`config.mk`:
```
export PLATFORM = sky130hd
export DESIGN_NAME = sdr_recovery
export DESIGN_NICKNAME = d
export VERILOG_FILES = /design/src/sdr_pkg.sv /design/src/sdr_recovery.sv
export VERILOG_INCLUDE_DIRS = /design/src
export SDC_FILE = /design/constraint.sdc
export NUM_CORES = 1
export LEC_CHECK = 0
export BUFFER_PORTS_ARGS = -buffer_cell sky130_fd_sc_hd__buf_2
export CORE_MARGIN = 1
export CORE_UTILIZATION = 40
export CTS_CLUSTER_DIAMETER = 120
export CTS_CLUSTER_SIZE = 16
export DETAILED_ROUTE_END_ITERATION = 12
export GPL_TIMING_DRIVEN = 0
export PLACE_DENSITY = 0.76
export SLEW_MARGIN = 20
export SYNTH_ARGS = -nofsm -noshare
export SYNTH_HDL_FRONTEND = slang
export SYNTH_SLANG_ARGS = --single-unit
export TNS_END_PERCENT = 50
```
`constraint.sdc`:
```
create_clock -name clk_sys -period 5.7 [get_ports clk_sys]
set_input_delay 0.57 -clock clk_sys [delete_from_list [all_inputs] [get_ports clk_sys]]
set_output_delay 0.57 -clock clk_sys [all_outputs]
set_load 0.01 [all_outputs]
```
`src/sdr_map.svh`:
```
// Constants for the SPI default-recovery reset detector
`ifndef SDR_MAP_SVH
`define SDR_MAP_SVH
`define SDR_PULSES       3'h4
`define SDR_SR1_DEFAULT  8'h00
`define SDR_CR1_DEFAULT  8'h00
`define SDR_CR2_DEFAULT  8'h00
`define SDR_CR4_DEFAULT  8'h08
`define SDR_CR5_DEFAULT  8'h00
`define SDR_ZERO8        8'h00
`define SDR_ZERO32       32'h0000_0000
`define SDR_RESET_NS     1000
`define SDR_CLK_NS       8
`define SDR_RESET_CYC    ((`SDR_RESET_NS + `SDR_CLK_NS - 1) / `SDR_CLK_NS)
`endif

```
`src/sdr_pkg.sv`:
```
// Types for the SPI default-recovery reset detector
package sdr_pkg;
   typedef enum logic [1:0] {SDR_IDLE, SDR_LOW, SDR_HIGH, SDR_BUSY} sdr_phase_e;
   typedef logic [7:0] sdr_byte_t;
endpackage : sdr_pkg

```
`src/sdr_recovery.sv`:
```
// Default-recovery reset detector and register initialiser
`timescale 1ns/1ns
`default_nettype none
`include "sdr_map.svh"
module sdr_recovery #(
   parameter int RESET_CYC = `SDR_RESET_CYC
) (
   // Clock and reset
   input  wire logic             clk_sys,
   input  wire logic             rst,
   // SPI pins from the host
   input  wire logic             cs_n_pin,
   input  wire logic             io0_pin,
   // Power-state events from the command decoder
   input  wire logic             deep_sleep_mode,
   input  wire logic             hibernate_exit,
   input  wire logic             pin_reset,
   // Recovery status and register contents
   output logic                  recovery_busy,
   output logic                  recovery_done,
   output logic                  outputs_tristate,
   output sdr_pkg::sdr_byte_t    status_reg_one,
   output sdr_pkg::sdr_byte_t    status_reg_two,
   output sdr_pkg::sdr_byte_t    cfg_reg_one,
   output sdr_pkg::sdr_byte_t    cfg_reg_two,
   output sdr_pkg::sdr_byte_t    cfg_reg_four,
   output sdr_pkg::sdr_byte_t    cfg_reg_five,
   output sdr_pkg::sdr_byte_t    ecc_status_reg,
   output logic [31:0]           crc_reg,
   output sdr_pkg::sdr_byte_t    ecc_error_count_reg,
   output logic [31:0]           ecc_error_address_reg
);
   import sdr_pkg::*;

   ////////////////////////////////////////////////////////////////////////
   // State fields, all held in one packed record
   // cs_m, cs_s     - two-stage synchroniser for chip select
   // cs_d           - previous synchronised chip select, for edges
   // io_m, io_s     - two-stage synchroniser for IO0
   // phase          - where the pattern tracker stands
   // pulses         - valid pulses seen so far in this pattern
   // last_io        - IO0 level latched at the last chip-select fall
   // wait_cnt       - cycles left in the internal reset wait
   // done           - one-cycle pulse when the reset wait ends
   // sr1 .. eadr    - register images driven to the outputs
   // Serial clock and IO1 to IO3 never reach this block, so
   // a bus-width setting cannot disturb the pattern tracking.
   typedef struct packed {
      logic       cs_m;
      logic       cs_s;
      logic       cs_d;
      logic       io_m;
      logic       io_s;
      sdr_phase_e phase;
      logic [2:0] pulses;
      logic       last_io;
      logic [15:0] wait_cnt;
      logic       done;
      sdr_byte_t  sr1;
      sdr_byte_t  sr2;
      sdr_byte_t  cr1;
      sdr_byte_t  cr2;
      sdr_byte_t  cr4;
      sdr_byte_t  cr5;
      sdr_byte_t  eccs;
      logic [31:0] crc;
      sdr_byte_t  ecnt;
      logic [31:0] eadr;
   } sdr_state_s;

   sdr_state_s st_reg;
   sdr_state_s st_next;

   // Full default load, shared by hibernate exit, pin reset and recovery
   function automatic sdr_state_s sdr_defaults(input sdr_state_s s);
      sdr_state_s r;
      r      = s;
      r.sr1  = `SDR_SR1_DEFAULT;
      r.sr2  = `SDR_ZERO8;
      r.cr1  = `SDR_CR1_DEFAULT;
      r.cr2  = `SDR_CR2_DEFAULT;
      r.cr4  = `SDR_CR4_DEFAULT;
      r.cr5  = `SDR_CR5_DEFAULT;
      r.eccs = `SDR_ZERO8;
      r.crc  = `SDR_ZERO32;
      r.ecnt = `SDR_ZERO8;
      r.eadr = `SDR_ZERO32;
      return r;
   endfunction : sdr_defaults

   logic cs_fall;
   logic cs_rise;
   assign cs_fall = st_reg.cs_d & ~st_reg.cs_s;
   assign cs_rise = ~st_reg.cs_d & st_reg.cs_s;

   ////////////////////////////////////////////////////////////////////////
   // Pattern walk, as the tracker sees it
   // Idle: waits for a chip-select fall, latches IO0, counts one
   // Low: IO0 must hold until chip select rises again
   // High: next fall must show IO0 inverted, else count restarts at one
   // Fourth clean rise: enter the reset wait and force defaults
   // Both pins cross the same synchroniser depth, so a host that moves
   // them together is seen moving them in the same cycle.
   // Limitation: IO0 landing a clock edge after chip select at the
   // fall reads as a bad pulse; the host then simply repeats the pattern.
   // Chip-select activity during the reset wait is ignored on purpose,
   // so a host that keeps toggling cannot stretch or restart the wait.
   // Next state: pattern tracking, only chip select and IO0 are heard
   always_comb
   begin
      st_next      = st_reg;
      st_next.cs_m = cs_n_pin;
      st_next.cs_s = st_reg.cs_m;
      st_next.cs_d = st_reg.cs_s;
      st_next.io_m = io0_pin;
      st_next.io_s = st_reg.io_m;
      st_next.done = 1'b0;
      unique case (st_reg.phase)
         SDR_IDLE, SDR_HIGH:
         begin
            // Any mode: pattern does not depend on bus width
            if (cs_fall)
            begin
               // Each fall must invert IO0 versus the previous
               if (st_reg.phase == SDR_HIGH && st_reg.io_s != st_reg.last_io)
                  st_next.pulses = st_reg.pulses + 3'h1;
               else
                  st_next.pulses = 3'h1;
               st_next.last_io = st_reg.io_s;
               st_next.phase   = SDR_LOW;
            end
         end
         SDR_LOW:
         begin
            if (cs_rise)
            begin
               // IO0 held during the low phase, else restart
               if (st_reg.io_s != st_reg.last_io)
                  st_next.phase = SDR_IDLE;
               else if (st_reg.pulses == `SDR_PULSES)
               begin
                  // Reset begins on the fourth rise
                  st_next.phase    = SDR_BUSY;
                  st_next.wait_cnt = 16'(RESET_CYC);
               end
               else
                  st_next.phase = SDR_HIGH;
            end
            else if (st_reg.io_s != st_reg.last_io)
               st_next.phase = SDR_IDLE; // Bad pulse
         end
         SDR_BUSY:
         begin
            // Defaults and zeroes, all register images
            st_next = sdr_defaults(st_next);
            if (st_reg.wait_cnt <= 16'h0001)
            begin
               st_next.phase  = SDR_IDLE;
               st_next.pulses = 3'h0;
               st_next.done   = 1'b1; // Hung device restored
            end
            else
               st_next.wait_cnt = st_reg.wait_cnt - 16'h0001;
         end
      endcase
      // Deep sleep drops ECC error records
      if (deep_sleep_mode)
      begin
         st_next.ecnt = `SDR_ZERO8;
         st_next.eadr = `SDR_ZERO32;
      end
      // Hibernate exit and pin reset reload power-up values
      if (hibernate_exit || pin_reset)
         st_next = sdr_defaults(st_next); // Registers only, phase and wait kept
   end

   ////////////////////////////////////////////////////////////////////////
   // State register; power-up values are the same defaults
   always_ff @(posedge clk_sys or posedge rst)
   begin
      if (rst)
      begin
         st_reg          <= '0;
         st_reg.cs_m     <= 1'b1;
         st_reg.cs_s     <= 1'b1;
         st_reg.cs_d     <= 1'b1;
         st_reg.phase    <= SDR_IDLE;
         st_reg.cr4      <= `SDR_CR4_DEFAULT;
         st_reg.sr1      <= `SDR_SR1_DEFAULT;
         st_reg.cr1      <= `SDR_CR1_DEFAULT;
         st_reg.cr2      <= `SDR_CR2_DEFAULT;
         st_reg.cr5      <= `SDR_CR5_DEFAULT;
      end
      else
         st_reg <= st_next;
   end

   ////////////////////////////////////////////////////////////////////////
   // Outputs; tristate while a pattern is under way or reset runs
   assign recovery_busy    = (st_reg.phase == SDR_BUSY);
   assign outputs_tristate = (st_reg.phase != SDR_IDLE);
   assign recovery_done         = st_reg.done;
   assign status_reg_one        = st_reg.sr1;
   assign status_reg_two        = st_reg.sr2;
   assign cfg_reg_one           = st_reg.cr1;
   assign cfg_reg_two           = st_reg.cr2;
   assign cfg_reg_four          = st_reg.cr4;
   assign cfg_reg_five          = st_reg.cr5;
   assign ecc_status_reg        = st_reg.eccs;
   assign crc_reg               = st_reg.crc;
   assign ecc_error_count_reg   = st_reg.ecnt;
   assign ecc_error_address_reg = st_reg.eadr;
endmodule : sdr_recovery
`default_nettype wire

```
# Word level (Yosys, flattened, before mapping)
# Index checks and enable logic that the tools add are counted.
[classes]
n_mux = 18
n_lt_le_gt_ge = 1
n_reduce_logical = 7
eq_ne = 5
bitwise_logic = 4
addsub = 2
[ops]
columns = ["operator", "count"]
rows = [
  ["2-to-1 mux 129 bit", 1],
  ["2-to-1 mux 128 bit", 1],
  ["2-to-1 mux 16 bit", 4],
  ["2-to-1 mux 40 bit", 1],
  ["one-hot mux 16 bit (2 select lines)", 1],
  ["<= comparator 16 x 1 -> 1 bit, second input constant", 1],
  ["subtractor 16 x 1 -> 16 bit, second input constant", 1],
  ["one-hot mux 4 bit (2 select lines)", 1],
  ["2-to-1 mux 2 bit", 3],
  ["2-to-1 mux 6 bit", 1],
  ["one-hot mux 2 bit (3 select lines)", 1],
  ["2-to-1 mux 5 bit", 1],
  ["== test 2 bit, second input constant", 2],
  ["nonzero test 2 bit", 2],
  ["adder 3 x 1 -> 3 bit, second input constant", 1],
  ["== test 3 bit, second input constant", 1],
  ["2-to-1 mux 3 bit", 1],
  ["nonzero test 3 bit", 1],
  ["AND 1 bit", 2],
  ["== test 2 x 1 -> 1 bit, second input constant", 1],
  ["zero test 2 bit", 1],
  ["2-to-1 mux 1 bit", 2],
  ["inverter 1 bit", 2],
  ["OR reduction 2 bit", 1],
  ["3 further kinds", 3],
]
[word_totals]
regBits = 156
out_inout_bits = 131
inputBits = 7

# Depth between registers and ports, before layout
# Gate-level depths: netlist (run 1).
[logic_depth]
word_depth = 5
depth_mapped = 7
ltp_nobuf = 7

# Worst setup path before layout (run 1)
# Ideal clock, no wire load.
[synth_timing]
path_type = "reg-to-reg"
start = "register st_reg[139] (netlist bit)"
end = "register st_reg[131] (netlist bit)"
setup_slack_ns = 3.609
stages_incl_launch_ff = 6
synth_period_minus_slack_ns = 2.091
t_required_ns = 5.569
t_arrival_ns = 1.961
setup_time_ns = 0.131
n_path_buf = 0
cell_sequence = "dfrtp_1 or4_4 or4_4 o31a_4 a211oi_2 a31oi_1"
[synth_between]
elab_chain_len = 3
[synth_lines]
columns = ["item", "line", "source"]
rows = [
  ["from (decl)", "sdr_recovery.sv:71", "sdr_state_s st_reg;"],
  ["from (signal assigned)", "sdr_recovery.sv:195", "st_reg <= st_next;"],
  ["<= comparator 16 x 1 -> 1 bit", "sdr_recovery.sv:156", "if (st_reg.wait_cnt <= 16'h0001)"],
  ["2-to-1 mux 16 bit", "sdr_recovery.sv:156", ""],
  ["one-hot mux 16 bit (2 select lines)", "sdr_recovery.sv:118", "unique case (st_reg.phase)"],
]
# No other way between the ends.
# A chain may end at the register's enable or synchronous reset.

# Final worst setup path (run 1)
[layout_timing]
start = "register st_reg[139] (netlist bit)"
end = "register st_reg[148] (netlist bit)"
[layout_between]
elab_chain_len = 3
[layout_lines]
columns = ["item", "line"]
rows = [
  ["<= comparator 16 x 1 -> 1 bit", "sdr_recovery.sv:156"],
  ["2-to-1 mux 5 bit", "sdr_recovery.sv:156"],
  ["one-hot mux 4 bit (2 select lines)", "sdr_recovery.sv:118"],
]
# No other way between the ends.

==> results of run 1 <==
==> cell type report <==
type                    instances  area [um^2]
clock buffers                   5         68.8
flip-flops and latches         29          731
clock inverters                 3         65.1
inverters                       7         26.3
repair buffers                  9         45.0
multi-input cells             228         1180
well taps                      75         93.8
fillers                       567         2710
plain buffers                 131          973
==> Yosys cell counts (2+ instances only) <==
library cell	count	area, um^2
nor2_1	19	71.3
mux2_2	2	22.5
buf_4	128	961
a31oi_1	2	12.5
mux2i_1	5	50.1
nand2b_1	2	12.5
or4_1	2	15.0
dfrtp_1	25	626
a21oi_1	2	10.0
and2_1	2	12.5
nor4_1	2	12.5
or3_1	4	25.0
nand3_1	3	15.0
dfstp_2	4	105
o21ai_0	4	20.0
inv_1	7	26.3
or4_4	2	22.5
or2_2	4	25.0
clkbuf_1	2	7.51
ha_1	4	50.1
nor3_1	3	15.0
xnor2_1	7	61.3
nor2b_1	5	31.3
nand2_1	7	26.3
a2111oi_0	4	35.0
nor4_2	2	25.0
==> critical path: cells and delay by family, from the launching register on <==
kind	cells	cell delay [ps]
DFF	1	400
and+or+nand+nor	4	1610
AOI/OAI and AO/OA	1	100
==> kinds of logic (layout without fill, tap and decap cells) <==
group / Yosys count / after routing
AND/OR/NAND/NOR: 62 / 62
other: 1 / 127
adder cells (fa/ha/maj): 4 / 4
flip-flops: 29 / 29
AO/OA/AOI/OAI: 20 / 20
XOR/XNOR: 8 / 8
multiplexers: 7 / 7
buffers and inverters: 138 / 155
==> layer usage <==
metal	GRT usage	up-vias
li1	-	913
met1	0.130	727
met2	0.203	76
met3	0.0457	6
met4	0.0321	0
met5	0	-
==> worst min-delay path by stage <==
stage	from	to	slack, ps
2_1_floorplan	st_reg[152]	st_reg[151]	330
3_3_place_gp	st_reg[152]	st_reg[151]	330
3_5_place_dp	st_reg[152]	st_reg[151]	340
4_1_cts	st_reg[152]	st_reg[151]	360
5_1_grt	st_reg[152]	st_reg[151]	360
6_report	rst	st_reg[151]	350
==> power by group through the flow <==
stage	Combinational (mW)	Sequential, mW	Clock [mW]
finish	0.343	0.264	0.253
detailed placement	0.340	0.268	0
global route	0.386	0.270	0.267
global placement	0.332	0.265	0
CTS	0.342	0.264	0.258
floorplan	0.294	0.261	0
==> cell usage in the layout (no fill, tap or decap), drive strengths merged, types with 2 or more instances in the layout <==
master,Yosys,routed
buf,129,138
conb,1,127
dfrtp,25,25
nor2,19,19
nand2,7,7
xnor2,7,7
inv,7,7
clkbuf,2,7
nor2b,5,5
mux2i,5,5
or2,5,5
a2111oi,5,5
or3,4,4
o21ai,4,4
ha,4,4
dfstp,4,4
nor3,4,4
or4,4,4
nor4,4,4
nand3,3,3
and2,2,2
a21oi,2,2
nand2b,2,2
a31oi,2,2
mux2,2,2
bufinv,0,2
a211oi,2,2
==> through the flow <==
step	hold slack, ps	area, um^2	cells
floorplan	331	2910	395
global placement	334	3050	479
detailed placement	342	3050	479
CTS	357	3180	487
global route	360	3180	487
finish	348	3180	487
==> flow_metrics.env, run 1 <==
export IMPL_status="finished, final reports clean"
export IMPL_fin_worst_skew_ps=5.40
export IMPL_async_flop_share=1.00
export IMPL_cap_violations=0
export IMPL_htreeDepth=2
export IMPL_route_detailed_drc=0
export IMPL_ys_flop_type="dfrtp_1"
export IMPL_ys_warn_count=0
export IMPL_antenna_found_initial=0
export IMPL_hold_viol_final=0
export IMPL_cp_start_kind="register"
export IMPL_std_cell_rows=28
export IMPL_drive_above_1_share=0.400
export IMPL_wl_met3_um=460
export IMPL_fin_util=0.540
export IMPL_drv_slew=0
export IMPL_die_area_um2=6400
export IMPL_path_clk_slew_ps=60
export IMPL_relSlewSlack=0.508
export IMPL_die_h_um=80.0
export IMPL_cts_setup_buffers=0
export IMPL_grt_pass1_wl_um=5760
export IMPL_crit_path_end_kind="register"
export IMPL_synth_compound_area_frac=0.0658
export IMPL_worstPathMaxFanout=6
export IMPL_cp_slowest_cell="or4_4"
export IMPL_worstSkewPairLatency_ps=280
export IMPL_cp_slowest_stage_delay_ps=580
export IMPL_portBuffers=9
export IMPL_arrival_ps=2380
export IMPL_synth_fa_ha_area_frac=0.0206
export IMPL_power_internal_mw=0.561
export IMPL_swShare=0.348
export IMPL_ys_seq_area_frac=0.300
export IMPL_gr_total_overflow=0
export IMPL_route_vias_total=1722
export IMPL_io_pins=138
export IMPL_p_per_area_nw_per_um2=271
export IMPL_clock_root_buffer="clkbuf_8"
export IMPL_pwr_share_clk=0.294
export IMPL_cpMostUsedCell="or4_4"
export IMPL_synth_avg_cell_area_um2=9.05
export IMPL_yosys_area_share_xor_xnor=0.0288
export IMPL_ir_worst_vdd_uv=178
export IMPL_antenna_cells=0
export IMPL_finalWirelength_um=3790
export IMPL_rsz0062_at_grt="no"
export IMPL_crit_start="st_reg[139]"
export IMPL_wl_met2_um=1810
export IMPL_min_period_ps=2220
export IMPL_worstMarginPinSlew_ps=736
export IMPL_finalPower_mw=0.861
export IMPL_r2r_cells=5
export IMPL_setup_slack_ps=3480
export IMPL_hold_path_class="primary input to async pin"
export IMPL_grt_max_degree=30
export IMPL_met1_length_um=1470
export IMPL_clock_path_buffers=2
export IMPL_p_sw_mw=0.300
export IMPL_r2r_end="st_reg[148]"
export IMPL_worstPathRequired_ps=5860
export IMPL_max_freq_mhz=450
export IMPL_cts_sinks=29
export IMPL_cts_hold_buffers=0
export IMPL_cts_tree="yes"
export IMPL_ant_nets=0
export IMPL_cts_resized_gates=0
export IMPL_r2r_start="st_reg[139]"
export IMPL_power_frac_comb=0.399
export IMPL_syn_inst=269
export IMPL_avgViaCountPerCell=3.54
export IMPL_dp_hpwl_um=3100
export IMPL_setup_viol=0
export IMPL_synthSimpleGateAreaFrac=0.143
export IMPL_highest_layer="met4"
export IMPL_areaGrowthSynthToFinish_pct=30.6
export IMPL_ys_types=42
export IMPL_fin_crit_sh=0.389
export IMPL_crit_type="register to register"
export IMPL_worstPathCellList="or4_4, or4_4, nor3_2, and2_1, o21ai_0"
export IMPL_initial_utilization=0.414
export IMPL_mappedNetlistArea_um2=2430
export IMPL_first_global_vias=1314
export IMPL_muxShareOfSynthArea=0.0298
export IMPL_nets=422
export IMPL_core_area_um2=5890
export IMPL_synth_edf_count=0
export IMPL_share_seq_of_total_power=0.307
export IMPL_fin_setup_tns_ps=0
export IMPL_grt_total_usage=0.116
export IMPL_synth_seq_cells=29
export IMPL_die_x_um=80.0
export IMPL_drt_iter0_drc=86
export IMPL_r2r_slack_ps=3480
export IMPL_largest_reg_flops=27
export IMPL_cts_buffers=5
export IMPL_place_gp_congestion=0.747
export IMPL_drt_pass1_iter_count=4
export IMPL_p_leak_nw=1.87
export IMPL_place_ws_ps=3480
export IMPL_wl_per_cell_um=7.78
export IMPL_crit_end="st_reg[148]"
export IMPL_synth_top_family_by_area="buffers and inverters"
No activity file was read; power rests on OpenSTA's default activity.
==> inputs of run 2 (changes only) <==
PLACE_DENSITY = 0.79   (was 0.76)
clock period = 2 ns   (was 5.7 ns; I/O delays follow)
==> run 2 against run 1 <==
  * Register-to-register slack worse by 3600 ps
  * Combinational power grew to 4.3 times the previous value
  * Utilization is 2.8 points higher
  * Final cell count is 2.5% higher
  * The run now ends with hold timing, setup timing left
  * Non-clock buffer count is 12 higher
  * Via count is 4.0% higher
  * First-iteration DRC count is 42% lower
  * Total power grew to 3.1 times the previous value
  * Worst setup slack worse by 3600 ps
  * Wire length is 12% higher
  * Final area is 5.2% higher
  * Highest routed layer unchanged
==> flow_metrics.env, run 2 (synthesis results as in run 1) <==
export IMPL_arrival_ps=2320
export IMPL_die_x_um=80.0
export IMPL_max_freq_mhz=464
export IMPL_num_fill_cells=546
export IMPL_status="finished, violations left"
export IMPL_cap_violations=0
export IMPL_worstPathMaxFanout=9
export IMPL_wl_per_cell_um=8.52
export IMPL_areaGrowthSynthToFinish_pct=37.4
export IMPL_clock_path_buffers=2
export IMPL_avgViaCountPerCell=3.59
export IMPL_std_cell_rows=28
export IMPL_setup_slack_ps=-157
export IMPL_grt_pass1_wl_um=5900
export IMPL_drv_slew=0
export IMPL_p_per_area_nw_per_um2=800
export IMPL_cp_start_kind="register"
export IMPL_clock_root_buffer="clkbuf_8"
export IMPL_hold_ws_ps=-15.9
export IMPL_p_leak_nw=1.93
export IMPL_cts_hold_buffers=0
export IMPL_cts_sinks=29
export IMPL_drive_above_1_share=0.450
export IMPL_die_area_um2=6400
export IMPL_gr_total_overflow=0
export IMPL_hold_viol_final=24
export IMPL_io_pins=138
export IMPL_route_detailed_drc=0
export IMPL_final_common_cell="buf_4"
export IMPL_drt_iter0_drc=50
export IMPL_pwr_share_clk=0.174
export IMPL_place_gp_congestion=0.770
export IMPL_hold_path_class="primary input to async pin"
export IMPL_htreeDepth=2
export IMPL_rsz0062_at_grt="yes"
export IMPL_min_period_ps=2160
export IMPL_violations="hold timing, setup timing"
export IMPL_first_global_vias=1376
export IMPL_fin_util=0.568
export IMPL_crit_type="register to register"
export IMPL_largest_reg_flops=27
export IMPL_worstMarginPinSlew_ps=615
export IMPL_ant_nets=0
export IMPL_grt_max_degree=30
export IMPL_instances_no_fill=499
export IMPL_finalWirelength_um=4250
export IMPL_cts_tree="yes"
export IMPL_antenna_cells=0
export IMPL_route_vias_total=1791
export IMPL_die_h_um=80.0
export IMPL_initial_utilization=0.414
export IMPL_core_area_um2=5890
export IMPL_final_cell_mix="buf_4, conb_1, dfrtp_1, nor2_1, buf_2"
export IMPL_power_frac_comb=0.544
export IMPL_path_clk_slew_ps=70
export IMPL_dp_cells=479
export IMPL_place_ws_ps=-246
export IMPL_worstPathRequired_ps=2170
export IMPL_drt_pass1_iter_count=4
export IMPL_worstSkewPairLatency_ps=290
export IMPL_nets=434
export IMPL_antenna_found_initial=0
export IMPL_multiInputGateArea_um2=1290
export IMPL_postPlaceCellArea_um2=3050
export IMPL_ir_worst_vdd_uv=538
export IMPL_share_seq_of_total_power=0.283
export IMPL_fin_worst_skew_ps=8.27
export IMPL_setup_viol=20
export IMPL_grt_total_usage=0.118
export IMPL_dp_hpwl_um=3140
export IMPL_cts_buffers=5
export IMPL_swShare=0.403
export IMPL_p_sw_mw=1.08
export IMPL_regArea_um2=731
export IMPL_final_area_um2=3340
export IMPL_power_internal_mw=1.60
export IMPL_crit_path_end_kind="register"
export IMPL_relSlewSlack=0.589
export IMPL_fin_crit_sh=1.08
export IMPL_portBuffers=9
run 2: cell count changes in the layout (fill, tap and decap cells not counted), moves of 2 or more:
cell       delta
a2111oi_4     +2
nor2_2        +2
a2111oi_2     +2
buf_4        +12
a2111oi_0     -4
bufinv_16     -2
nor2_1        -2
run 2: power by group through the flow:
stage | logic [mW] | clock network, mW | registers (mW)
final | 1.46 | 0.465 | 0.756
after global routing | 1.58 | 0.511 | 0.770
after CTS | 1.12 | 0.481 | 0.751
after detailed placement | 0.981 | 0 | 0.763
after global placement | 0.948 | 0 | 0.755
after floorplan | 0.837 | 0 | 0.744
run 2: metrics by stage:
stage	setup TNS (ps)	power [mW]
floorplan	-191	1.58
global placement	-2030	1.70
detailed placement	-3030	1.74
CTS	-2160	2.35
global route	-2940	2.86
finish	-1280	2.68
run 2: worst max-delay path, cell delays in order, from the launching register on:
cell and delay [ps]:
dfrtp_1 380, or4_4 550, or4_4 470, o31a_4 350, a211oi_2 230, a31oi_1 60
run 2: final cells by class:
| type | instances | share of cell area |
|---|---|---|
| Clock inverter | 2 | 0.00299 |
| Inverter | 7 | 0.00786 |
| Tap cell | 75 | 0.0281 |
| Sequential cell | 29 | 0.218 |
| Multi-Input combinational cell | 228 | 0.387 |
| Timing Repair Buffer | 22 | 0.0438 |
| Buffer | 130 | 0.290 |
| Clock buffer | 6 | 0.0217 |
run 2: timing repair:
item	CTS	global route
endpoints found under the setup margin	22	22
resized for setup	7	21
pin swaps	5	13
buffers inserted	3	10
run 2: path summary, 6_finish.rpt:
kind	startpoint	end	slack, ps	cells past startpoint
max in group asynchronous	rst	st_reg[152]	1600	2
setup reg to reg	st_reg[137]	st_reg[131]	-160	5
hold / removal	rst	st_reg[132]	-20	2
hold reg to reg	st_reg[152]	st_reg[151]	340	0
setup / recovery	st_reg[137]	st_reg[131]	-160	5
min in group clk_sys	cs_n_pin	st_reg[155]	20	1
run 2: per-layer routing:
metal | GRT usage | part of all wire | up-vias
met5 | 0 | 0 | -
met4 | 0.0375 | 0.015 | 0
met3 | 0.0411 | 0.11 | 8
met2 | 0.206 | 0.52 | 80
met1 | 0.134 | 0.36 | 767
li1 | - | - | 936
==> inputs of run 3 (changes only) <==
PLACE_DENSITY = 0.76   (was 0.79)
clock period = 2.1 ns   (was 2 ns; I/O delays follow)
==> run 3 against run 2 <==
  * The run still ends with hold timing, setup timing left
  * Maximum frequency is 3.2% lower
  * Sequential cell count stayed put
  * Register-to-register slack gained 30 ps
  * Final cell count down 1.0%
  * Worst setup slack improved by 28 ps
  * Clock-buffer cell count fell by 1
  * Clock power is 48% higher
  * Worst hold slack better by 4.8 ps
  * Critical path depth increased by 1
==> flow_metrics.env, run 3 (synthesis results as in run 1) <==
export IMPL_min_period_ps=2230
export IMPL_io_pins=138
export IMPL_ir_worst_vdd_uv=526
export IMPL_route_detailed_drc=0
export IMPL_power_frac_comb=0.448
export IMPL_worstMarginPinSlew_ps=598
export IMPL_violations="hold timing, setup timing"
export IMPL_final_cell_mix="buf_4, conb_1, dfrtp_1, nor2_1, buf_2"
export IMPL_drt_iter0_drc=50
export IMPL_areaGrowthSynthToFinish_pct=34.8
export IMPL_nets=429
export IMPL_largest_reg_flops=27
export IMPL_first_global_vias=1315
export IMPL_status="finished, violations left"
export IMPL_drv_slew=0
export IMPL_std_cell_rows=28
export IMPL_die_h_um=80.0
export IMPL_grt_pass1_wl_um=5760
export IMPL_worstPathRequired_ps=2270
export IMPL_die_area_um2=6400
export IMPL_regArea_um2=731
export IMPL_wl_per_cell_um=7.96
export IMPL_power_internal_mw=1.65
export IMPL_crit_type="register to register"
export IMPL_ant_nets=0
export IMPL_finalWirelength_um=3930
export IMPL_hold_ws_ps=-11.1
export IMPL_r2r_slack_ps=-130
export IMPL_die_x_um=80.0
export IMPL_htreeDepth=2
export IMPL_crit_path_end_kind="register"
export IMPL_cp_start_kind="register"
export IMPL_drt_pass1_iter_count=4
export IMPL_hold_path_class="primary input to async pin"
export IMPL_num_fill_cells=555
export IMPL_fin_worst_skew_ps=6.25
export IMPL_worstPathMaxFanout=6
export IMPL_max_freq_mhz=449
export IMPL_antenna_found_initial=0
export IMPL_gr_total_overflow=0
export IMPL_place_gp_congestion=0.747
export IMPL_pwr_share_clk=0.270
export IMPL_avgViaCountPerCell=3.56
export IMPL_initial_utilization=0.414
export IMPL_drive_above_1_share=0.425
export IMPL_hold_viol_final=25
export IMPL_p_per_area_nw_per_um2=778
export IMPL_arrival_ps=2400
export IMPL_fin_crit_sh=1.06
export IMPL_multiInputGateArea_um2=1230
export IMPL_rsz0062_at_grt="yes"
export IMPL_relSlewSlack=0.601
export IMPL_portBuffers=9
export IMPL_share_seq_of_total_power=0.282
export IMPL_fin_util=0.558
export IMPL_core_area_um2=5890
export IMPL_swShare=0.355
export IMPL_route_vias_total=1757
export IMPL_dp_cells=479
export IMPL_path_clk_slew_ps=70
export IMPL_clock_path_buffers=2
export IMPL_dp_hpwl_um=3100
export IMPL_clock_root_buffer="clkbuf_8"
export IMPL_p_leak_nw=1.92
export IMPL_cts_tree="yes"
export IMPL_antenna_cells=0
export IMPL_grt_max_degree=30
export IMPL_p_sw_mw=0.907
export IMPL_setup_slack_ps=-129
export IMPL_instances_no_fill=494
export IMPL_setup_viol=9
export IMPL_grt_total_usage=0.116
export IMPL_final_common_cell="buf_4"
export IMPL_cts_buffers=5
export IMPL_cap_violations=0
export IMPL_worstSkewPairLatency_ps=280
export IMPL_cts_sinks=29
==> run 3: cell types whose count changed in the layout (fill, tap and decap cells not counted), sizes merged <==
cell / before / now
bufinv: 0 / 2
clkbuf: 8 / 7
buf: 150 / 145
clkinv: 2 / 1
==> run 3: area by class of cell <==
| cell class | instances | share of cell area |
|---|---|---|
| Clock inverter | 3 | 0.0198 |
| Timing Repair Buffer | 16 | 0.0297 |
| Sequential cell | 29 | 0.223 |
| Inverter | 7 | 0.00800 |
| Tap cell | 75 | 0.0286 |
| Buffer | 131 | 0.296 |
| Clock buffer | 5 | 0.0210 |
| Multi-Input combinational cell | 228 | 0.374 |
==> run 3: through the flow <==
stage	TNS (ps)	setup slack, ps	cell area (um^2)	power, mW	hold WS [ps]
after global routing	-1620	-195	3280	2.72	16.1
after global placement	-322	-100	3050	1.62	316
after CTS	-681	-108	3200	2.44	21.6
after floorplan	0	8.90	2910	1.51	214
after detailed placement	-1160	-120	3050	1.65	323
final	-438	-129	3280	2.55	-11.1
==> run 3: metal layers <==
layer,global-route usage,share of wire,up-vias
li1,-,-,928
met1,0.127,0.38,747
met2,0.207,0.50,76
met3,0.0457,0.12,6
met4,0.0321,0.011,0
met5,0,0,-
==> run 3: worst max-delay path, stage by stage (launching register included) <==
cell and delay (ps):
dfrtp_1 400, or4_4 570, buf_4 160, nor4_4 330
a211oi_1 200, nand2_1 130, mux2_2 330
==> run 3: what timing repair did <==
item,4_1_cts,5_1_grt
gates resized for setup,2,12
buffers inserted,1,6
cloned,0,0
hold buffers,0,0
pin swaps,0,2
setup endpoints to repair,19,21
==> run 3: final timing paths <==
check	start	end	cells after the start
max	st_reg[139]	st_reg[143]	6
min	rst	st_reg[136]	2
max reg2reg	st_reg[139]	st_reg[143]	6
min reg2reg	st_reg[152]	st_reg[151]	0
max in group asynchronous	rst	st_reg[135]	2
min in group clk_sys	cs_n_pin	st_reg[155]	1
==> run 3: power groups by stage <==
stage | Clock [mW] | Combinational (mW) | Sequential (mW)
after global routing | 0.725 | 1.26 | 0.735
after floorplan | 0 | 0.797 | 0.708
after global placement | 0 | 0.902 | 0.720
after CTS | 0.700 | 1.03 | 0.717
after detailed placement | 0 | 0.924 | 0.726
final | 0.690 | 1.14 | 0.721
